**config.mk**
```make
export PLATFORM = sky130hd
export DESIGN_NAME = oss_output_source_select
export DESIGN_NICKNAME = d
export VERILOG_FILES = /design/src/rtl/oss_pkg.sv /design/src/rtl/oss_group_mux.sv /design/src/rtl/oss_output_source_select.sv
export VERILOG_INCLUDE_DIRS = /design/src /design/src/rtl
export SDC_FILE = /design/constraint.sdc
export NUM_CORES = 1
export LEC_CHECK = 0
export ABC_AREA = 1
export BUFFER_PORTS_ARGS = -buffer_cell sky130_fd_sc_hd__buf_2
export CAP_MARGIN = 20
export CORE_MARGIN = 2
export CORE_UTILIZATION = 58
export CTS_CLUSTER_SIZE = 12
export DETAILED_ROUTE_END_ITERATION = 10
export PLACE_DENSITY = 0.78
export SLEW_MARGIN = 20
export SYNTH_ARGS = -nofsm -noshare
export SYNTH_HDL_FRONTEND = slang
export SYNTH_HIERARCHICAL = 1
export SYNTH_SLANG_ARGS = --single-unit
```
**constraint.sdc**
```tcl
create_clock -name clk_sys -period 2.05 [get_ports clk_sys]
set_input_delay 0.615 -clock clk_sys [delete_from_list [all_inputs] [get_ports clk_sys]]
set_output_delay 0.615 -clock clk_sys [all_outputs]
set_load 0.05 [all_outputs]
```
**src/rtl/oss_defines.svh**
```systemverilog
// Register offsets, field positions, reset values and code limits
`ifndef OSS_DEFINES_SVH
`define OSS_DEFINES_SVH

// ****************************************************************
// Register byte offsets
// ****************************************************************
`define OSS_ADDR_SELECT_A 8'h00
`define OSS_ADDR_SELECT_B 8'h04
`define OSS_ADDR_SELECT_C 8'h08
`define OSS_ADDR_MODE_DIFF 8'h0C
`define OSS_ADDR_MODE_LOGIC 8'h10
`define OSS_ADDR_MODE_THIRD 8'h14
`define OSS_ADDR_STATUS 8'h18

// ****************************************************************
// Field layout
// ****************************************************************
`define OSS_GROUPS 12
`define OSS_GROUPS_PER_REG 4
`define OSS_SEL_WIDTH 8
`define OSS_MODE_WIDTH 2
`define OSS_STATUS_VARIANT_LSB 16
`define OSS_ISOLATED_GROUPS 8

// ****************************************************************
// Reset values
// ****************************************************************
`define OSS_SELECT_RESET 32'h0000_0000
`define OSS_MODE_RESET 32'h0000_0000

// ****************************************************************
// Source code table limits
// ****************************************************************
`define OSS_CODE_GRABBER1 8'h04
`define OSS_CODE_GRABBER3 8'h0C
`define OSS_CODE_SEQUENCER 8'h10
`define OSS_CODE_FIRST_RESERVED 8'h14
`define OSS_SOURCE_COUNT 20

`endif

```
**src/rtl/oss_pkg.sv**
```systemverilog
// Types and the shared source code check
`include "oss_defines.svh"

package oss_pkg;

    // Product variant by number of grabbers
    typedef enum logic [1:0] {
        OSS_GRAB1 = 2'b00,
        OSS_GRAB3 = 2'b01,
        OSS_GRAB4 = 2'b10
    } oss_variant_t;

    // Per-output drive mode
    typedef enum logic [1:0] {
        OSS_LOW  = 2'b00,
        OSS_HIGH = 2'b01,
        OSS_DYN  = 2'b10,
        OSS_RSVD = 2'b11
    } oss_mode_t;

    // Bus response codes
    typedef enum logic [1:0] {
        OSS_OKAY   = 2'b00,
        OSS_SLVERR = 2'b10
    } oss_resp_t;

    // True when a code selects a source present on this variant
    function automatic logic oss_code_usable(input logic [7:0] code,
                                             input oss_variant_t variant);
        logic usable;
        usable = (code < `OSS_CODE_FIRST_RESERVED);
        // RQ4 one grabber
        if (variant == OSS_GRAB1 && code >= `OSS_CODE_GRABBER1 &&
            code < `OSS_CODE_SEQUENCER) begin
            usable = 1'b0;
        end
        // RQ5 three grabbers
        if (variant == OSS_GRAB3 && code >= `OSS_CODE_GRABBER3 &&
            code < `OSS_CODE_SEQUENCER) begin
            usable = 1'b0;
        end
        return usable;
    endfunction

endpackage

```
**src/rtl/oss_group_mux.sv**
```systemverilog
// One output group: source pick and three registered drivers
`timescale 1ns/1ps

module oss_group_mux (
    // Clock and reset
    input wire logic clk_sys,
    input wire logic srst,
    // Selection
    input wire logic [7:0] sourceCode,
    input wire oss_pkg::oss_variant_t variant,
    input wire logic [19:0] sources,
    // Modes of the three outputs
    input wire oss_pkg::oss_mode_t diffMode,
    input wire oss_pkg::oss_mode_t logicMode,
    input wire oss_pkg::oss_mode_t thirdMode,
    // Outputs
    output logic diffOut,
    output logic logicOut,
    output logic thirdOut,
    output logic codeUsable
);
    import oss_pkg::*;

    logic dynSource;

    // ****************************************************************
    // Dynamic source
    // ****************************************************************
    // RQ3 RQ11 code picks source
    always_comb begin
        dynSource = 1'b0;
        if (oss_code_usable(sourceCode, variant)) begin
            dynSource = sources[sourceCode[4:0]];
        end
    end

    // Drive level for one output from its mode
    function automatic logic drive(input oss_mode_t mode, input logic dyn);
        logic level;
        level = 1'b0;
        unique case (mode)
            OSS_LOW: level = 1'b0;
            OSS_HIGH: level = 1'b1;
            OSS_DYN: level = dyn;
            OSS_RSVD: level = 1'b0;
        endcase
        return level;
    endfunction

    // ****************************************************************
    // Output registers
    // ****************************************************************
    // RQ2 shared source, own modes
    always_ff @(posedge clk_sys) begin
        if (srst) begin
            diffOut <= 1'b0;
            logicOut <= 1'b0;
            thirdOut <= 1'b0;
            codeUsable <= 1'b0;
        end else begin
            diffOut <= drive(diffMode, dynSource);
            logicOut <= drive(logicMode, dynSource);
            thirdOut <= drive(thirdMode, dynSource);
            codeUsable <= oss_code_usable(sourceCode, variant);
        end
    end

endmodule // oss_group_mux

```
**src/rtl/oss_output_source_select.sv**
```systemverilog
// Output source select: register slave and twelve group routers
// Summary of operation
// RQ1: Selector picks one source per group.
// RQ2: Group outputs share source; modes independent.
// RQ3: Codes 0-15 grabber lines, 16-19 sequencer.
// RQ4: One-grabber variant blocks codes 4-15.
// RQ5: Three-grabber variant blocks codes 12-15.
// RQ6: Register A holds groups 0-3.
// RQ7: Register B holds groups 4-7.
// RQ8: Register C groups 8-11, open-collector.
// RQ9: All groups decode one code table.
// RQ10: Mode 00 low, 01 high, 10 dynamic.
// RQ11: Reserved or unavailable code drives low.
`timescale 1ns/1ps
`include "oss_defines.svh"

module oss_output_source_select #(
    parameter oss_pkg::oss_variant_t VARIANT = oss_pkg::OSS_GRAB4
) (
    // Clock and reset
    input wire logic clk_sys,
    input wire logic srst,
    // AXI4-Lite write address and data
    input wire logic [7:0] s_axi_awaddr,
    input wire logic s_axi_awvalid,
    output logic s_axi_awready,
    input wire logic [31:0] s_axi_wdata,
    input wire logic [3:0] s_axi_wstrb,
    input wire logic s_axi_wvalid,
    output logic s_axi_wready,
    // AXI4-Lite write response
    output logic [1:0] s_axi_bresp,
    output logic s_axi_bvalid,
    input wire logic s_axi_bready,
    // AXI4-Lite read
    input wire logic [7:0] s_axi_araddr,
    input wire logic s_axi_arvalid,
    output logic s_axi_arready,
    output logic [31:0] s_axi_rdata,
    output logic [1:0] s_axi_rresp,
    output logic s_axi_rvalid,
    input wire logic s_axi_rready,
    // Timing sources
    input wire logic [15:0] cameraControl,
    input wire logic [3:0] sequencerOut,
    // Box outputs
    output logic [11:0] differentialOut,
    output logic [11:0] logicLevelOut,
    output logic [7:0] isolatedOut,
    output logic [3:0] openCollectorOut
);
    import oss_pkg::*;

    logic [31:0] selectA;
    logic [31:0] selectB;
    logic [31:0] selectC;
    logic [31:0] modeDiff;
    logic [31:0] modeLogic;
    logic [31:0] modeThird;
    logic [7:0] writeAddr;
    logic [31:0] writeData;
    logic [3:0] writeStrb;
    logic doWrite;
    logic [95:0] allSelect;
    logic [11:0] thirdOut;
    logic [11:0] usable;
    logic [19:0] sources;

    // ****************************************************************
    // Helper functions
    // ****************************************************************
    // Merge write data into a register under byte strobes
    function automatic logic [31:0] merge(input logic [31:0] old,
                                          input logic [31:0] data,
                                          input logic [3:0] strb);
        logic [31:0] result;
        result = old;
        for (int b = 0; b < 4; b++) begin
            if (strb[b]) begin
                result[b*8 +: 8] = data[b*8 +: 8];
            end
        end
        return result;
    endfunction

    // True for an offset that holds a register
    function automatic logic mapped(input logic [7:0] addr);
        return addr == `OSS_ADDR_SELECT_A || addr == `OSS_ADDR_SELECT_B ||
            addr == `OSS_ADDR_SELECT_C || addr == `OSS_ADDR_MODE_DIFF ||
            addr == `OSS_ADDR_MODE_LOGIC || addr == `OSS_ADDR_MODE_THIRD ||
            addr == `OSS_ADDR_STATUS;
    endfunction

    // ****************************************************************
    // Write channel
    // ****************************************************************
    // Both halves held and no response pending
    assign doWrite = !s_axi_awready && !s_axi_wready && !s_axi_bvalid;

    // Address and data are taken in either order and held
    always_ff @(posedge clk_sys) begin
        if (srst) begin
            s_axi_awready <= 1'b1;
            s_axi_wready <= 1'b1;
            writeAddr <= 8'h00;
            writeData <= 32'h0000_0000;
            writeStrb <= 4'h0;
        end else begin
            if (s_axi_awvalid && s_axi_awready) begin
                s_axi_awready <= 1'b0;
                writeAddr <= s_axi_awaddr;
            end else if (s_axi_bvalid && s_axi_bready) begin
                s_axi_awready <= 1'b1;
            end
            if (s_axi_wvalid && s_axi_wready) begin
                s_axi_wready <= 1'b0;
                writeData <= s_axi_wdata;
                writeStrb <= s_axi_wstrb;
            end else if (s_axi_bvalid && s_axi_bready) begin
                s_axi_wready <= 1'b1;
            end
        end
    end

    // Write response, error for an unmapped or read-only offset
    always_ff @(posedge clk_sys) begin
        if (srst) begin
            s_axi_bvalid <= 1'b0;
            s_axi_bresp <= OSS_OKAY;
        end else if (doWrite) begin
            s_axi_bvalid <= 1'b1;
            s_axi_bresp <= (mapped(writeAddr) &&
                writeAddr != `OSS_ADDR_STATUS) ? OSS_OKAY : OSS_SLVERR;
        end else if (s_axi_bready) begin
            s_axi_bvalid <= 1'b0;
        end
    end

    // ****************************************************************
    // Control registers
    // ****************************************************************
    // RQ6 RQ7 RQ8 selector registers
    always_ff @(posedge clk_sys) begin
        if (srst) begin
            selectA <= `OSS_SELECT_RESET;
            selectB <= `OSS_SELECT_RESET;
            selectC <= `OSS_SELECT_RESET;
        end else if (doWrite) begin
            if (writeAddr == `OSS_ADDR_SELECT_A) begin
                selectA <= merge(selectA, writeData, writeStrb);
            end
            if (writeAddr == `OSS_ADDR_SELECT_B) begin
                selectB <= merge(selectB, writeData, writeStrb);
            end
            if (writeAddr == `OSS_ADDR_SELECT_C) begin
                selectC <= merge(selectC, writeData, writeStrb);
            end
        end
    end

    // RQ10 two mode bits per output
    always_ff @(posedge clk_sys) begin
        if (srst) begin
            modeDiff <= `OSS_MODE_RESET;
            modeLogic <= `OSS_MODE_RESET;
            modeThird <= `OSS_MODE_RESET;
        end else if (doWrite) begin
            if (writeAddr == `OSS_ADDR_MODE_DIFF) begin
                modeDiff <= merge(modeDiff, writeData, writeStrb);
            end
            if (writeAddr == `OSS_ADDR_MODE_LOGIC) begin
                modeLogic <= merge(modeLogic, writeData, writeStrb);
            end
            if (writeAddr == `OSS_ADDR_MODE_THIRD) begin
                modeThird <= merge(modeThird, writeData, writeStrb);
            end
        end
    end

    // ****************************************************************
    // Read channel
    // ****************************************************************
    // One read at a time, data one cycle after the address
    always_ff @(posedge clk_sys) begin
        if (srst) begin
            s_axi_arready <= 1'b1;
            s_axi_rvalid <= 1'b0;
            s_axi_rdata <= 32'h0000_0000;
            s_axi_rresp <= OSS_OKAY;
        end else if (s_axi_arvalid && s_axi_arready) begin
            s_axi_arready <= 1'b0;
            s_axi_rvalid <= 1'b1;
            s_axi_rresp <= mapped(s_axi_araddr) ? OSS_OKAY : OSS_SLVERR;
            unique case (s_axi_araddr)
                `OSS_ADDR_SELECT_A: s_axi_rdata <= selectA;
                `OSS_ADDR_SELECT_B: s_axi_rdata <= selectB;
                `OSS_ADDR_SELECT_C: s_axi_rdata <= selectC;
                `OSS_ADDR_MODE_DIFF: s_axi_rdata <= modeDiff;
                `OSS_ADDR_MODE_LOGIC: s_axi_rdata <= modeLogic;
                `OSS_ADDR_MODE_THIRD: s_axi_rdata <= modeThird;
                `OSS_ADDR_STATUS: s_axi_rdata <= {14'h0000, VARIANT,
                    4'h0, usable};
                default: s_axi_rdata <= 32'h0000_0000;
            endcase
        end else if (s_axi_rvalid && s_axi_rready) begin
            s_axi_rvalid <= 1'b0;
            s_axi_arready <= 1'b1;
        end
    end

    // ****************************************************************
    // Group routing
    // ****************************************************************
    // RQ9 one table for all groups
    assign allSelect = {selectC, selectB, selectA};
    assign sources = {sequencerOut, cameraControl};

    // RQ1 one router per group
    for (genvar g = 0; g < `OSS_GROUPS; g++) begin : gGroup
        oss_group_mux uMux (
            .clk_sys(clk_sys),
            .srst(srst),
            .sourceCode(allSelect[g*8 +: 8]),
            .variant(VARIANT),
            .sources(sources),
            .diffMode(oss_mode_t'(modeDiff[g*2 +: 2])),
            .logicMode(oss_mode_t'(modeLogic[g*2 +: 2])),
            .thirdMode(oss_mode_t'(modeThird[g*2 +: 2])),
            .diffOut(differentialOut[g]),
            .logicOut(logicLevelOut[g]),
            .thirdOut(thirdOut[g]),
            .codeUsable(usable[g])
        );
    end

    // RQ8 upper groups drive open-collector outputs
    assign isolatedOut = thirdOut[7:0];
    assign openCollectorOut = thirdOut[11:8];
endmodule // oss_output_source_select

```
==> flow_summary.toml <==
[worst_setup_path]
cpLargestDelayFamily = "simple AND/OR/NAND/NOR gates"
worstPathRequired_ns = 2.49
critPathCaptureType = "flip-flop"
crit_chain = "nor2_4 > nand3_2 > nor3_2 > nand2_2 > inv_2 > o21ai_0 > a21oi_1"
path_class = "reg2reg"
critPathBufInv = 1
crit_fanout = 9
r2r-start = "writeAddr[1]"
cp-startpoint = "writeAddr[1]"
cp_slowest_cell = "nor3_2"
cp_data_arrival_time_ns = 2.40
cpPeakStageDelay_ns = 0.42
startpoint_type = "flip-flop"
regToRegSetupSlack_ns = 0.09

[power_and_ir_drop]
leakage_nw = 8.96
vdd.ir_drop.worst_v = 0.000640
p_sw_share_pct = 25.6
power_switching_mw = 3.59
p_per_area_nw_per_um2 = 716
p_int_mw = 10.4
power.clock.fraction_pct = 44.6
p_comb_share_pct = 9.2
pwr-share-seq_pct = 46.1

[sta]
setup_ws_ns = 0.0894
fin_crit_sh_pct = 95.6
grt_setup_unrepaired = "no"
clock_skew_ns = 0.0245
hold_viol = 0
slew_headroom_pct = 65.3
worst_pin_slew_ns = 0.518
setup_viol = 0
slew_viol_final = 0
min_period_ns = 1.96
max_freq_ghz = 0.510
setup_tns_ns = 0

[min_path]
min_from = "s_axi_rready"
hold_class = "in2reg"

[floorplanning]
die_area_sq_um = 30300
dieWidth_microns = 174
core.rowCount = 62
die_height_microns = 174
coreArea_sq_um = 28600
start_util_pct = 58.6
io_pins = 156

[routing]
vias = 17900
totalWireLength_microns = 55800
wl_met3_microns = 4660
first_pass_iters = 8
routedWlPerCell_microns = 18.0
drc = 0
post_drt_via_cell_ratio = 5.77
wl_met2_microns = 26400
drt_iter0_markers = 2180
routed.top_layer = "met4"
drtAntennaViolNets = 0
met1_length_microns = 21700

[logic_synthesis]
synth-main-ff-cell = "dfxtp_1"
yosysSeqAreaShare_pct = 38.6
netlist_instances = 2518
avgSynthCellArea_sq_um = 6.66
yosysUniqueCellTypes = 31
synth_area_sq_um = 16800
ys_warn_count = 6
synth_edf_count = 0
synth-async-reset-ratio_pct = 0
ys_ff_latch = 323

[layout]
nets = 2808
seqCellArea_sq_um = 6470
fillers = 2468
multiInputGateArea_sq_um = 8660
drive_gt1_share_pct = 13.0
num_antenna_cells = 0
area_growth_syn_to_layout_pct = 16.7

[clock_tree]
clkTransAtPathRegs_ns = 0.06
cts_buffer_depth = 3
h-tree-depth = 2
clock-sinks = 323
cts_tree = "yes"
numCtsBuffers = 36
post_cts_buffers = 0
cts_root_buf = "clkbuf_16"
clk_latency_ns = 0.53

[run_status]
status = "finished, final reports clean"

[placed_design]
gp_congestion = 0.907
port_buffers = 153
dp_slack_ns = 0.0427
hpwlAfterDp_microns = 39100

[global_routing]
grt_antenna_before_repair = 0
grt_pass1_wl_microns = 87400
grt_max_degree = 71
overflow = 0
grt_pass1_vias = 16500
grt_use_total_pct = 35.9

[flow_run]
maxCapViolCount = 0
-- through the flow --
stage	utilization [%]	total power, mW	hold slack (ns)	std cells	cell area [sq um]
after floorplan	-	7.23	0.430	2542	16900
after global placement	64.4	7.83	0.440	3039	18400
after CTS	68.4	14.0	0.362	3100	19600
final	68.4	14.0	0.362	3100	19600
after detailed placement	64.4	7.85	0.446	3039	18400
after global routing	68.4	14.3	0.394	3100	19600
-- power groups by stage --
stage          clock, mW  combinational [mW]  sequential, mW
2_1_floorplan          0               0.620            6.61
3_3_place_gp           0                1.23            6.60
3_5_place_dp           0                1.25            6.60
4_1_cts             6.25                1.25            6.46
5_1_grt             6.50                1.38            6.47
6_report            6.26                1.29            6.47
-- synthesized netlist by cell type (11+ instances only) --
cell      instances  area share [%]
nand2_1         563              13
dfxtp_1         323              39
a21oi_1         321             9.6
o21ai_0         291             8.7
inv_1           261             5.8
nand3_1         251             7.5
nor2_1          226             5.1
clkbuf_1         54             1.2
ha_1             36             2.7
o21ai_1          33            0.98
buf_6            26             1.7
buf_2            21            0.63
nor2_2           21            0.78
nor2_4           19             1.3
clkinv_1         13            0.29
nor3_1           12            0.36
inv_2            11            0.25
-- logic make-up (layout without fill, tap and decap cells) --
| family | count (synthesis) | in the layout | share of synthesized area [%] |
|---|---|---|---|
| and+or+nand+nor | 1106 | 1106 | 28.6 |
| AOI/OAI and AO/OA | 654 | 654 | 19.7 |
| buffers and inverters | 397 | 571 | 10.4 |
| DFF | 323 | 323 | 38.6 |
| adders and majority gates | 36 | 36 | 2.69 |
| other | 2 | 26 | 0.0448 |
-- worst register-to-register path, stage by stage (launching register included) --
cell and delay (ns):
dfxtp_1 0.37, nor2_4 0.18, nand3_2 0.10, nor3_2 0.42, nand2_2 0.28, inv_2 0.20
o21ai_0 0.12, a21oi_1 0.22
-- final cells by class --
type / count / share of cell area, %
Tap cell: 384 / 2.45
Inverter: 285 / 5.50
Sequential cell: 323 / 33.0
Clock buffer: 57 / 5.57
Clock inverter: 4 / 0.205
Timing Repair Buffer: 225 / 8.97
Multi-Input combinational cell: 1822 / 44.3
-- final timing paths --
check        depth (start not counted)             to
max                                  7  modeThird[11]
min                                  4   s_axi_rvalid
max reg2reg                          7  modeThird[11]
min reg2reg                          2  modeThird[29]
-- per-layer routing --
layer / up-vias / GRT usage, %
li1: 8537 / -
met1: 8176 / 44.6
met2: 974 / 60.8
met3: 192 / 4.53
met4: 0 / 19.3
met5: - / 0
-- cells in the final DEF, fill, tap and decap left out, drive strengths merged --
cell      count
nand2       566
a21oi       328
o21ai       325
dfxtp       323
inv         273
nor2        267
nand3       254
buf         225
clkbuf       57
ha           36
conb         26
nor3         15
clkinv       13
nand4         4
clkinvlp      3
a31oi         1
-- state kept, by name, indices dropped and copies added, names as in the netlist, 4 cells and up --
name	cells
gGroup.uMux/diffOut	12
writeStrb	4
modeThird	32
gGroup.uMux/thirdOut	12
gGroup.uMux/logicOut	12
selectB	32
selectA	32
s_axi_rdata	32
writeAddr	8
selectC	32
gGroup.uMux/codeUsable	12
modeLogic	32
modeDiff	32
writeData	32
-- what timing repair did --
action | CTS | global route
gates resized for setup | 0 | 2
endpoints found under the setup margin | 0 | 3
hold buffers | 0 | 0
No activity file was read; power rests on OpenSTA's default activity.
